$ cat config.mk
export PLATFORM = sky130hd
export DESIGN_NAME = pll_and_clock_switch_control
export DESIGN_NICKNAME = d
export VERILOG_FILES = /design/src/core/clkctl_pkg.sv /design/src/core/pll_and_clock_switch_control.sv
export VERILOG_INCLUDE_DIRS = /design/src /design/src/core
export SDC_FILE = /design/constraint.sdc
export NUM_CORES = 1
export LEC_CHECK = 0
export BUFFER_PORTS_ARGS = -buffer_cell sky130_fd_sc_hd__buf_2
export CAP_MARGIN = 0
export CORE_MARGIN = 5
export CORE_UTILIZATION = 43
export CTS_CLUSTER_DIAMETER = 150
export DETAILED_ROUTE_END_ITERATION = 8
export PLACE_DENSITY_LB_ADDON = 0.15
export REMOVE_ABC_BUFFERS = 1
export SLEW_MARGIN = 20
export SYNTH_ARGS = -nofsm -noshare
export SYNTH_HDL_FRONTEND = slang
export SYNTH_SLANG_ARGS = --single-unit
$ cat constraint.sdc
create_clock -name aclk -period 1.9 [get_ports aclk]
set_clock_uncertainty 0.2 [all_clocks]
set_input_delay 0.095 -clock aclk [delete_from_list [all_inputs] [get_ports aclk]]
set_output_delay 0.095 -clock aclk [all_outputs]
set_load 0.05 [all_outputs]
$ cat src/core/clkctl_consts.svh
// Register indices, field positions, reset values and counts for the clock control block
`ifndef CLKCTL_CONSTS_SVH
`define CLKCTL_CONSTS_SVH

// ----------------------------------------------------------------
// Register word indices (byte address is four times the index)
// ----------------------------------------------------------------
`define IDX_PLL 8'h29
`define IDX_MCU 8'h2A
`define IDX_CMD 8'h2B
`define IDX_SEL 8'h2C
`define ADDR_HI_ZERO 22'h00_0000

// ----------------------------------------------------------------
// Field positions
// ----------------------------------------------------------------
`define PLL_LOCK_BIT 0
`define PLL_ON_BIT 1
`define PLL_F_LSB 2
`define PLL_F_MSB 5
`define RC_SEL_BIT 2
`define CMD_UNLOCK_BIT 7
`define CMD_READY_BIT 4
`define CMD_CODE_MSB 3
`define SEL_CLOCK_OUTPUT_SETTING_BIT 6
`define SEL_SUT_MSB 5
`define SEL_SUT_LSB 4
`define SEL_SRC_MSB 3

// ----------------------------------------------------------------
// Values and counts
// ----------------------------------------------------------------
`define PLL_F_RST 4'h4
`define PLL_F_MIN 4'h2
`define PLL_F_MAX 4'h6
`define RC1_BOOT_CODE 4'h6
`define UNLOCK_KEY 8'h80
`define UNLOCK_LAST 2'h3
`define CNT_ZERO 2'h0
`define CNT_STEP 2'h1
`define RESP_OKAY 2'h0
`define RESP_SLVERR 2'h2

`endif

$ cat src/core/clkctl_pkg.sv
// Types shared by the clock control block
package clkctl_pkg;

  // Clock switch commands
  typedef enum logic [3:0] {
    CMD_NONE = 4'h0,
    CMD_DISABLE = 4'h1,
    CMD_ENABLE = 4'h2,
    CMD_AVAIL = 4'h3,
    CMD_SWITCH = 4'h4,
    CMD_RECOVER = 4'h5,
    CMD_SPARE = 4'h6,
    CMD_CLKOUT = 4'h7
  } cmd_t;

  // Decoded register target
  typedef enum logic [2:0] {
    REG_NONE = 3'h0,
    REG_PLL = 3'h1,
    REG_MCU = 3'h2,
    REG_CMD = 3'h3,
    REG_SEL = 3'h4
  } reg_t;

  // Whole state of the block
  typedef struct packed {
    logic aw_full;
    reg_t aw_reg;
    logic w_full;
    logic [7:0] w_data;
    logic w_lane;
    logic bvalid;
    logic [1:0] bresp;
    logic rvalid;
    logic [7:0] rdata;
    logic [1:0] rresp;
    logic [3:0] pll_factor;
    logic pll_on;
    logic rc_sel;
    logic unlock;
    logic [1:0] unlock_cnt;
    logic [3:0] cmd_code;
    logic ready;
    logic avail_pend;
    logic clock_output_setting;
    logic [1:0] csut;
    logic [3:0] csel;
    logic strobe;
    cmd_t op;
    logic init_done;
    logic lock_s1;
    logic lock_s2;
    logic avail_s1;
    logic avail_s2;
  } state_t;

endpackage

$ cat src/core/pll_and_clock_switch_control.sv
// PLL and clock switch control registers behind an AXI4-Lite slave
`timescale 1ns/100ps
`include "clkctl_consts.svh"

module pll_and_clock_switch_control
  import clkctl_pkg::*;
#(
  parameter logic [3:0] ext_clk_code = 4'h0,
  parameter logic [3:0] ext_osc_code = 4'h1
)
(
  input wire logic aclk,
  input wire logic aresetn,
  input wire logic awvalid,
  output logic awready,
  input wire logic [31:0] awaddr,
  input wire logic wvalid,
  output logic wready,
  input wire logic [31:0] wdata,
  input wire logic [3:0] wstrb,
  output logic bvalid,
  input wire logic bready,
  output logic [1:0] bresp,
  input wire logic arvalid,
  output logic arready,
  input wire logic [31:0] araddr,
  output logic rvalid,
  input wire logic rready,
  output logic [31:0] rdata,
  output logic [1:0] rresp,
  input wire logic pll_lock_raw,
  input wire logic clk_avail_raw,
  input wire logic sys_src_is_pll,
  input wire logic rc_active_in,
  input wire logic [3:0] current_source_code,
  input wire logic [3:0] boot_source_fuse,
  input wire logic [1:0] startup_fuse,
  input wire logic clock_output_fuse,
  output logic pll_enable,
  output logic pll_locked,
  output logic [3:0] pll_mult_factor,
  output logic pll_factor_ok,
  output logic rc_enable,
  output logic rc_freq_select,
  output logic clock_ready_flag,
  output logic cmd_strobe,
  output logic [3:0] cmd_op,
  output logic [3:0] cmd_source,
  output logic [1:0] cmd_startup,
  output logic cmd_clkout
);

  // ----------------------------------------------------------------
  // Helpers
  // ----------------------------------------------------------------

  // Word decode; anything above the index field must be zero
  function automatic reg_t reg_sel(input logic [31:0] addr);
    reg_sel = REG_NONE;
    if (addr[31:10] == `ADDR_HI_ZERO)
    begin
      case (addr[9:2])
        `IDX_PLL: reg_sel = REG_PLL;
        `IDX_MCU: reg_sel = REG_MCU;
        `IDX_CMD: reg_sel = REG_CMD;
        `IDX_SEL: reg_sel = REG_SEL;
        default: reg_sel = REG_NONE;
      endcase
    end
  endfunction

  // Only the listed multiplication codes give a defined frequency
  function automatic logic factor_ok(input logic [3:0] f);
    factor_ok = (f >= `PLL_F_MIN) && (f <= `PLL_F_MAX);
  endfunction

  state_t s_reg;
  state_t s_next;
  logic avail_cmd;
  logic key_wr;
  logic cmd_wr;
  logic [7:0] rd;

  // ----------------------------------------------------------------
  // Outputs
  // ----------------------------------------------------------------

  // Bus handshakes; a finished write blocks new ones until bready
  assign awready = !s_reg.aw_full && !s_reg.bvalid;
  assign wready = !s_reg.w_full && !s_reg.bvalid;
  assign bvalid = s_reg.bvalid;
  assign bresp = s_reg.bresp;
  assign arready = !s_reg.rvalid;
  assign rvalid = s_reg.rvalid;
  assign rdata = {24'h00_0000, s_reg.rdata};
  assign rresp = s_reg.rresp;

  // Clock control levels
  assign pll_enable = s_reg.pll_on | sys_src_is_pll;
  assign rc_enable = rc_active_in | pll_enable;
  assign pll_locked = s_reg.lock_s2 & pll_enable;
  assign pll_mult_factor = s_reg.pll_factor;
  assign pll_factor_ok = factor_ok(s_reg.pll_factor);
  assign rc_freq_select = s_reg.rc_sel;
  assign clock_ready_flag = s_reg.ready;
  assign cmd_strobe = s_reg.strobe;
  assign cmd_op = s_reg.op;
  assign cmd_source = s_reg.csel;
  assign cmd_startup = s_reg.csut;
  assign cmd_clkout = s_reg.clock_output_setting;

  // Write events seen by the checks below
  assign key_wr = s_reg.aw_full && s_reg.w_full && s_reg.w_lane
    && (s_reg.aw_reg == REG_CMD) && (s_reg.w_data == `UNLOCK_KEY);
  assign cmd_wr = s_reg.aw_full && s_reg.w_full && s_reg.w_lane
    && (s_reg.aw_reg == REG_CMD) && !s_reg.w_data[`CMD_UNLOCK_BIT];

  // ----------------------------------------------------------------
  // Read data mux
  // ----------------------------------------------------------------
  always_comb
  begin
    rd = 8'h00;
    unique case (reg_sel(araddr))
      REG_PLL:
      begin
        rd[`PLL_F_MSB:`PLL_F_LSB] = s_reg.pll_factor;
        rd[`PLL_ON_BIT] = pll_enable;
        rd[`PLL_LOCK_BIT] = pll_locked;
      end
      REG_MCU: rd[`RC_SEL_BIT] = s_reg.rc_sel;
      REG_CMD:
      begin
        // Bits 6:5 stay zero
        rd[`CMD_UNLOCK_BIT] = s_reg.unlock;
        rd[`CMD_READY_BIT] = s_reg.ready;
        rd[`CMD_CODE_MSB:0] = s_reg.cmd_code;
      end
      REG_SEL:
      begin
        rd[`SEL_CLOCK_OUTPUT_SETTING_BIT] = s_reg.clock_output_setting;
        rd[`SEL_SUT_MSB:`SEL_SUT_LSB] = s_reg.csut;
        rd[`SEL_SRC_MSB:0] = s_reg.csel;
      end
      default: rd = 8'h00;
    endcase
  end

  // ----------------------------------------------------------------
  // Next state
  // ----------------------------------------------------------------
  always_comb
  begin
    s_next = s_reg;
    avail_cmd = 1'b0;
    s_next.strobe = 1'b0;

    // Asynchronous status inputs pass two flops
    s_next.lock_s1 = pll_lock_raw;
    s_next.lock_s2 = s_reg.lock_s1;
    s_next.avail_s1 = clk_avail_raw;
    s_next.avail_s2 = s_reg.avail_s1;

    // Fuse values are caught in the first cycle after reset release
    if (!s_reg.init_done)
    begin
      s_next.init_done = 1'b1;
      s_next.csel = boot_source_fuse;
      s_next.csut = startup_fuse;
      s_next.clock_output_setting = clock_output_fuse;
      s_next.rc_sel = (boot_source_fuse == `RC1_BOOT_CODE);
    end

    // Unlock window runs down on its own
    if (s_reg.unlock)
    begin
      if (s_reg.unlock_cnt == `CNT_ZERO)
        s_next.unlock = 1'b0;
      else
        s_next.unlock_cnt = s_reg.unlock_cnt - `CNT_STEP;
    end

    // Address and data are taken in either order
    if (awvalid && awready)
    begin
      s_next.aw_full = 1'b1;
      s_next.aw_reg = reg_sel(awaddr);
    end
    if (wvalid && wready)
    begin
      s_next.w_full = 1'b1;
      s_next.w_data = wdata[7:0];
      s_next.w_lane = wstrb[0];
    end
    if (s_reg.bvalid && bready)
      s_next.bvalid = 1'b0;

    // Write is carried out once both halves are held
    if (s_reg.aw_full && s_reg.w_full)
    begin
      s_next.aw_full = 1'b0;
      s_next.w_full = 1'b0;
      s_next.bvalid = 1'b1;
      s_next.bresp = (s_reg.aw_reg == REG_NONE) ? `RESP_SLVERR : `RESP_OKAY;
      if (s_reg.w_lane)
      begin
        unique case (s_reg.aw_reg)
          REG_PLL:
          begin
            s_next.pll_factor = s_reg.w_data[`PLL_F_MSB:`PLL_F_LSB];
            s_next.pll_on = s_reg.w_data[`PLL_ON_BIT];
          end
          REG_MCU:
          begin
            // Software must not pick 1 MHz under the PLL; no guard here
            if (rc_enable)
              s_next.rc_sel = s_reg.w_data[`RC_SEL_BIT];
          end
          REG_CMD:
          begin
            if (s_reg.w_data == `UNLOCK_KEY)
            begin
              // A rewrite inside the window is ignored
              if (!s_reg.unlock)
              begin
                s_next.unlock = 1'b1;
                s_next.unlock_cnt = `UNLOCK_LAST;
              end
            end
            else if (s_reg.unlock && !s_reg.w_data[`CMD_UNLOCK_BIT])
            begin
              s_next.unlock = 1'b0;
              s_next.cmd_code = s_reg.w_data[`CMD_CODE_MSB:0];
              s_next.op = cmd_t'(s_reg.w_data[`CMD_CODE_MSB:0]);
              unique case (s_reg.w_data[`CMD_CODE_MSB:0])
                CMD_DISABLE, CMD_ENABLE, CMD_CLKOUT:
                  s_next.strobe = 1'b1;
                CMD_AVAIL:
                begin
                  s_next.strobe = 1'b1;
                  s_next.ready = 1'b0;
                  s_next.avail_pend = 1'b1;
                  avail_cmd = 1'b1;
                end
                CMD_SWITCH:
                begin
                  // Both externals share one pin, so a direct hop is dropped
                  if (!((current_source_code == ext_clk_code && s_reg.csel == ext_osc_code)
                    || (current_source_code == ext_osc_code && s_reg.csel == ext_clk_code)))
                    s_next.strobe = 1'b1;
                end
                CMD_RECOVER:
                begin
                  // Start-up and clock output fields are left alone
                  s_next.csel = current_source_code;
                  s_next.strobe = 1'b1;
                end
                default: ;
              endcase
            end
          end
          REG_SEL:
          begin
            s_next.clock_output_setting = s_reg.w_data[`SEL_CLOCK_OUTPUT_SETTING_BIT];
            s_next.csut = s_reg.w_data[`SEL_SUT_MSB:`SEL_SUT_LSB];
            s_next.csel = s_reg.w_data[`SEL_SRC_MSB:0];
          end
          default: ;
        endcase
      end
    end

    // Ready set wins over a request entered in the same cycle
    if (s_reg.avail_pend && s_reg.avail_s2)
    begin
      s_next.ready = 1'b1;
      if (!avail_cmd)
        s_next.avail_pend = 1'b0;
    end

    // RC off forces the 8 MHz selection back
    if (!rc_enable)
      s_next.rc_sel = 1'b0;

    // Read answer one cycle after the address
    if (s_reg.rvalid && rready)
      s_next.rvalid = 1'b0;
    if (arvalid && arready)
    begin
      s_next.rvalid = 1'b1;
      s_next.rdata = rd;
      s_next.rresp = (reg_sel(araddr) == REG_NONE) ? `RESP_SLVERR : `RESP_OKAY;
    end
  end

  // ----------------------------------------------------------------
  // State register
  // ----------------------------------------------------------------
  always_ff @(posedge aclk)
  begin
    if (!aresetn)
    begin
      s_reg <= '0;
      s_reg.pll_factor <= `PLL_F_RST;
    end
    else
      s_reg <= s_next;
  end
endmodule // pll_and_clock_switch_control

==> impl_metrics.env <==
export IMPL_synth_flop_cell="dfxtp_1"
export IMPL_final_layout_size_suffix_gt1_share_pct=33.8
export IMPL_cts_path_max_buffers=2
export IMPL_async_reset_ff_share_pct=0
export IMPL_ant_nets=0
export IMPL_core_area_sq_um=6790
export IMPL_fill_cells=613
export IMPL_tightest_slew_ns=0.545
export IMPL_dieArea_sq_um=8750
export IMPL_setup_slack_ns=0.104
export IMPL_num_vias=2774
export IMPL_globalRouteTotalUtil_pct=19.3
export IMPL_cts_tree="done"
export IMPL_synth_area_per_cell_sq_um=8.93
export IMPL_remaining_drc_errors=0
export IMPL_violations="negative hold slack"
export IMPL_holdWs_ns=-0.0513
export IMPL_drtIter0Drc=84
export IMPL_vdd_ir_drop_max_mv=0.396
export IMPL_hold_viol_final=3
export IMPL_ys_ff_latch=54
export IMPL_critical_path_required_ns=1.95
export IMPL_nNetsFinal=601
export IMPL_grt_pass1_vias=2758
export IMPL_core_rowCount=30
export IMPL_die_height_microns=93.5
export IMPL_post_place_cells=533
export IMPL_wl_per_cell_microns=14.5
export IMPL_antenna_found_initial=0
export IMPL_maxCapViolCount=0
export IMPL_slowest_delay_ns=0.58
export IMPL_synthesis_area_sq_um=3000
export IMPL_root_buffer="clkbuf_8"
export IMPL_max_freq_mhz=557
export IMPL_p_per_area_nw_per_um2=646
export IMPL_setup_viol=0
export IMPL_rsz0062_at_grt="false"
export IMPL_grt_max_degree=26
export IMPL_leakagePower_nw=1.90
export IMPL_fin_area_sq_um=3970
export IMPL_cp_max_fo=18
export IMPL_clock_latency_ns=0.31
export IMPL_slew_viol_final=0
export IMPL_grt_first_pass_wirelength_microns=13300
export IMPL_top_level_ports=185
export IMPL_arrival_ns=1.85
export IMPL_largest_reg_flops=22
export IMPL_areaGrowthSynthToFinish_pct=32.5
export IMPL_vias_per_cell=4.82
export IMPL_synth_edf_count=0
export IMPL_final_seq_area_sq_um=1080
export IMPL_die_w_microns=93.5
export IMPL_multiInputGateArea_sq_um=1560
export IMPL_wl_microns=8350
export IMPL_grt_ovfl_total=0
export IMPL_firstDrtPassIters=4
export IMPL_place_ws_ns=0.131
export IMPL_synth_distinct_cells=53
export IMPL_hold_class="in -> reg"
export IMPL_stdcell_count=576
export IMPL_start_kind="primary input"
export IMPL_htree_num_levels=2
export IMPL_yosysWarnings=0
export IMPL_path_clk_slew_ns=0.09
export IMPL_insertedDiodeCount=0
export IMPL_maxSlewHeadroom_pct=63.6
export IMPL_crit_top_cell="dlygate4sd3_1"
export IMPL_cts_buffers=5
export IMPL_gp_congestion=0.845
export IMPL_r2r_slack_ns=0.16
export IMPL_finalCritPeriodShare_pct=94.5
export IMPL_path_class="in -> reg"
export IMPL_cp_end_kind="register"
export IMPL_post_dp_hpwl_microns=6550
export IMPL_placed_cell_area_sq_um=3510
export IMPL_final_min_clock_period_ns=1.80
export IMPL_outcome="finished, violations left"
export IMPL_syn_inst=336
export IMPL_placement_io_buffers=127
export IMPL_cp_cell_sequence="dlygate4sd3_1, clkbuf_4, buf_6, nand3b_1, dlygate4sd3_1, o21ai_1"
export IMPL_cts_sinks=54
export IMPL_slowest_stage="dlygate4sd3_1"
export IMPL_ys_seq_area_share_pct=36.0
export IMPL_start_util_pct=44.1
## worst max-delay path: cells and delay by family
| family | cells | cell delay, ns |
|---|---|---|
| AO/OA/AOI/OAI | 1 | 0.13 |
| buffers and inverters | 4 | 1.53 |
| AND/OR/NAND/NOR | 1 | 0.10 |
## stage by stage
stage / total power, mW / setup TNS [ns] / util, %
finish: 2.57 / 0 / 58.5
global route: 2.69 / 0 / 58.5
CTS: 2.59 / 0 / 58.7
detailed placement: 1.76 / 0 / 51.6
global placement: 1.75 / 0 / 51.6
floorplan: 1.56 / -2.15 / -
## path summary, 6_finish.rpt
kind,startpoint,depth (start not counted),end
max,aresetn,6,s_reg[56]
min,awaddr[20],4,s_reg[56]
max reg2reg,s_reg[57],4,cmd_source[1]
min reg2reg,s_next[2],1,s_reg[2]
## layer usage
layer | up-vias | global-route usage [%] | share of wire (%)
met1 | 1252 | 23.0 | 42
met2 | 103 | 34.8 | 50
met5 | - | 0 | 0
li1 | 1407 | - | -
met4 | 0 | 5.98 | 1.5
met3 | 12 | 3.62 | 7.2
## repair_timing
action                                  CTS  global route
setup buffers                             0             0
hold endpoints to repair                 27             0
resized for setup                         0             5
endpoints found under the setup margin    0             3
hold buffers                             37             0
## layout by cell type (no fill, tap or decap), drive strengths merged, types with 6 or more instances in the layout
cell	instances
o21ai	8
nor2	13
dfxtp	54
nand3	9
conb	26
nor3	6
nand2	42
mux2i	18
a21boi	12
clkbuf	7
a22o	11
nor4	15
nor2b	12
buf	138
dlygate4sd3	35
## cell families after synthesis
kind of cell	count (synthesis)	synth area share [%]
compound gates	56	13.9
other cells	1	0.125
mux	22	7.51
flops	54	36.0
buf+inv	68	15.0
xor+xnor	2	0.584
simple gates	133	26.9
## synthesized netlist by cell type (2+ instances only)
| cell | number | area share, % |
|---|---|---|
| nor4_1 | 13 | 2.7 |
| nor4_4 | 2 | 1.4 |
| o41ai_1 | 2 | 0.58 |
| inv_1 | 5 | 0.63 |
| and3b_1 | 2 | 0.58 |
| a22o_1 | 11 | 3.2 |
| nand4_1 | 2 | 0.42 |
| dfxtp_1 | 54 | 36 |
| and2_1 | 5 | 1.0 |
| nor2b_1 | 12 | 2.5 |
| and3_1 | 3 | 0.63 |
| nor4bb_1 | 2 | 0.67 |
| o211a_1 | 5 | 1.7 |
| mux2i_1 | 18 | 6.0 |
| nand2_1 | 42 | 5.3 |
| o21a_1 | 3 | 0.75 |
| nand3_1 | 8 | 1.3 |
| nor2_1 | 13 | 1.6 |
| nor3b_1 | 2 | 0.50 |
| a21boi_0 | 12 | 3.0 |
| o22ai_1 | 2 | 0.42 |
| o21ai_0 | 8 | 1.3 |
| and4_1 | 2 | 0.58 |
| mux2_2 | 4 | 1.5 |
| nand2b_1 | 3 | 0.63 |
| a21oi_1 | 5 | 0.83 |
| nor3_1 | 4 | 0.67 |
| clkbuf_1 | 7 | 0.88 |
| a31oi_1 | 4 | 0.83 |
| buf_4 | 50 | 13 |
| buf_2 | 5 | 0.83 |
| nand3b_1 | 5 | 1.3 |
## final cells by class
| class | instances | area share (%) |
|---|---|---|
| inverter | 5 | 0.472 |
| multi-input combinational | 239 | 39.3 |
| tap | 96 | 3.02 |
| sequential | 54 | 27.2 |
| timing repair buffer | 174 | 27.2 |
| clock inverter | 2 | 0.945 |
| clock buffer | 6 | 1.83 |
## power breakdown
group | switching, mW | internal, mW | leakage [nW] | total (mW)
clock | 0.383 | 0.394 | 0.0514 | 0.776
combinational | 0.360 | 0.221 | 1.40 | 0.580
sequential | 0.0421 | 1.17 | 0.440 | 1.21
total | 0.784 | 1.78 | 1.90 | 2.57
(Power assumes the default switching activity.)
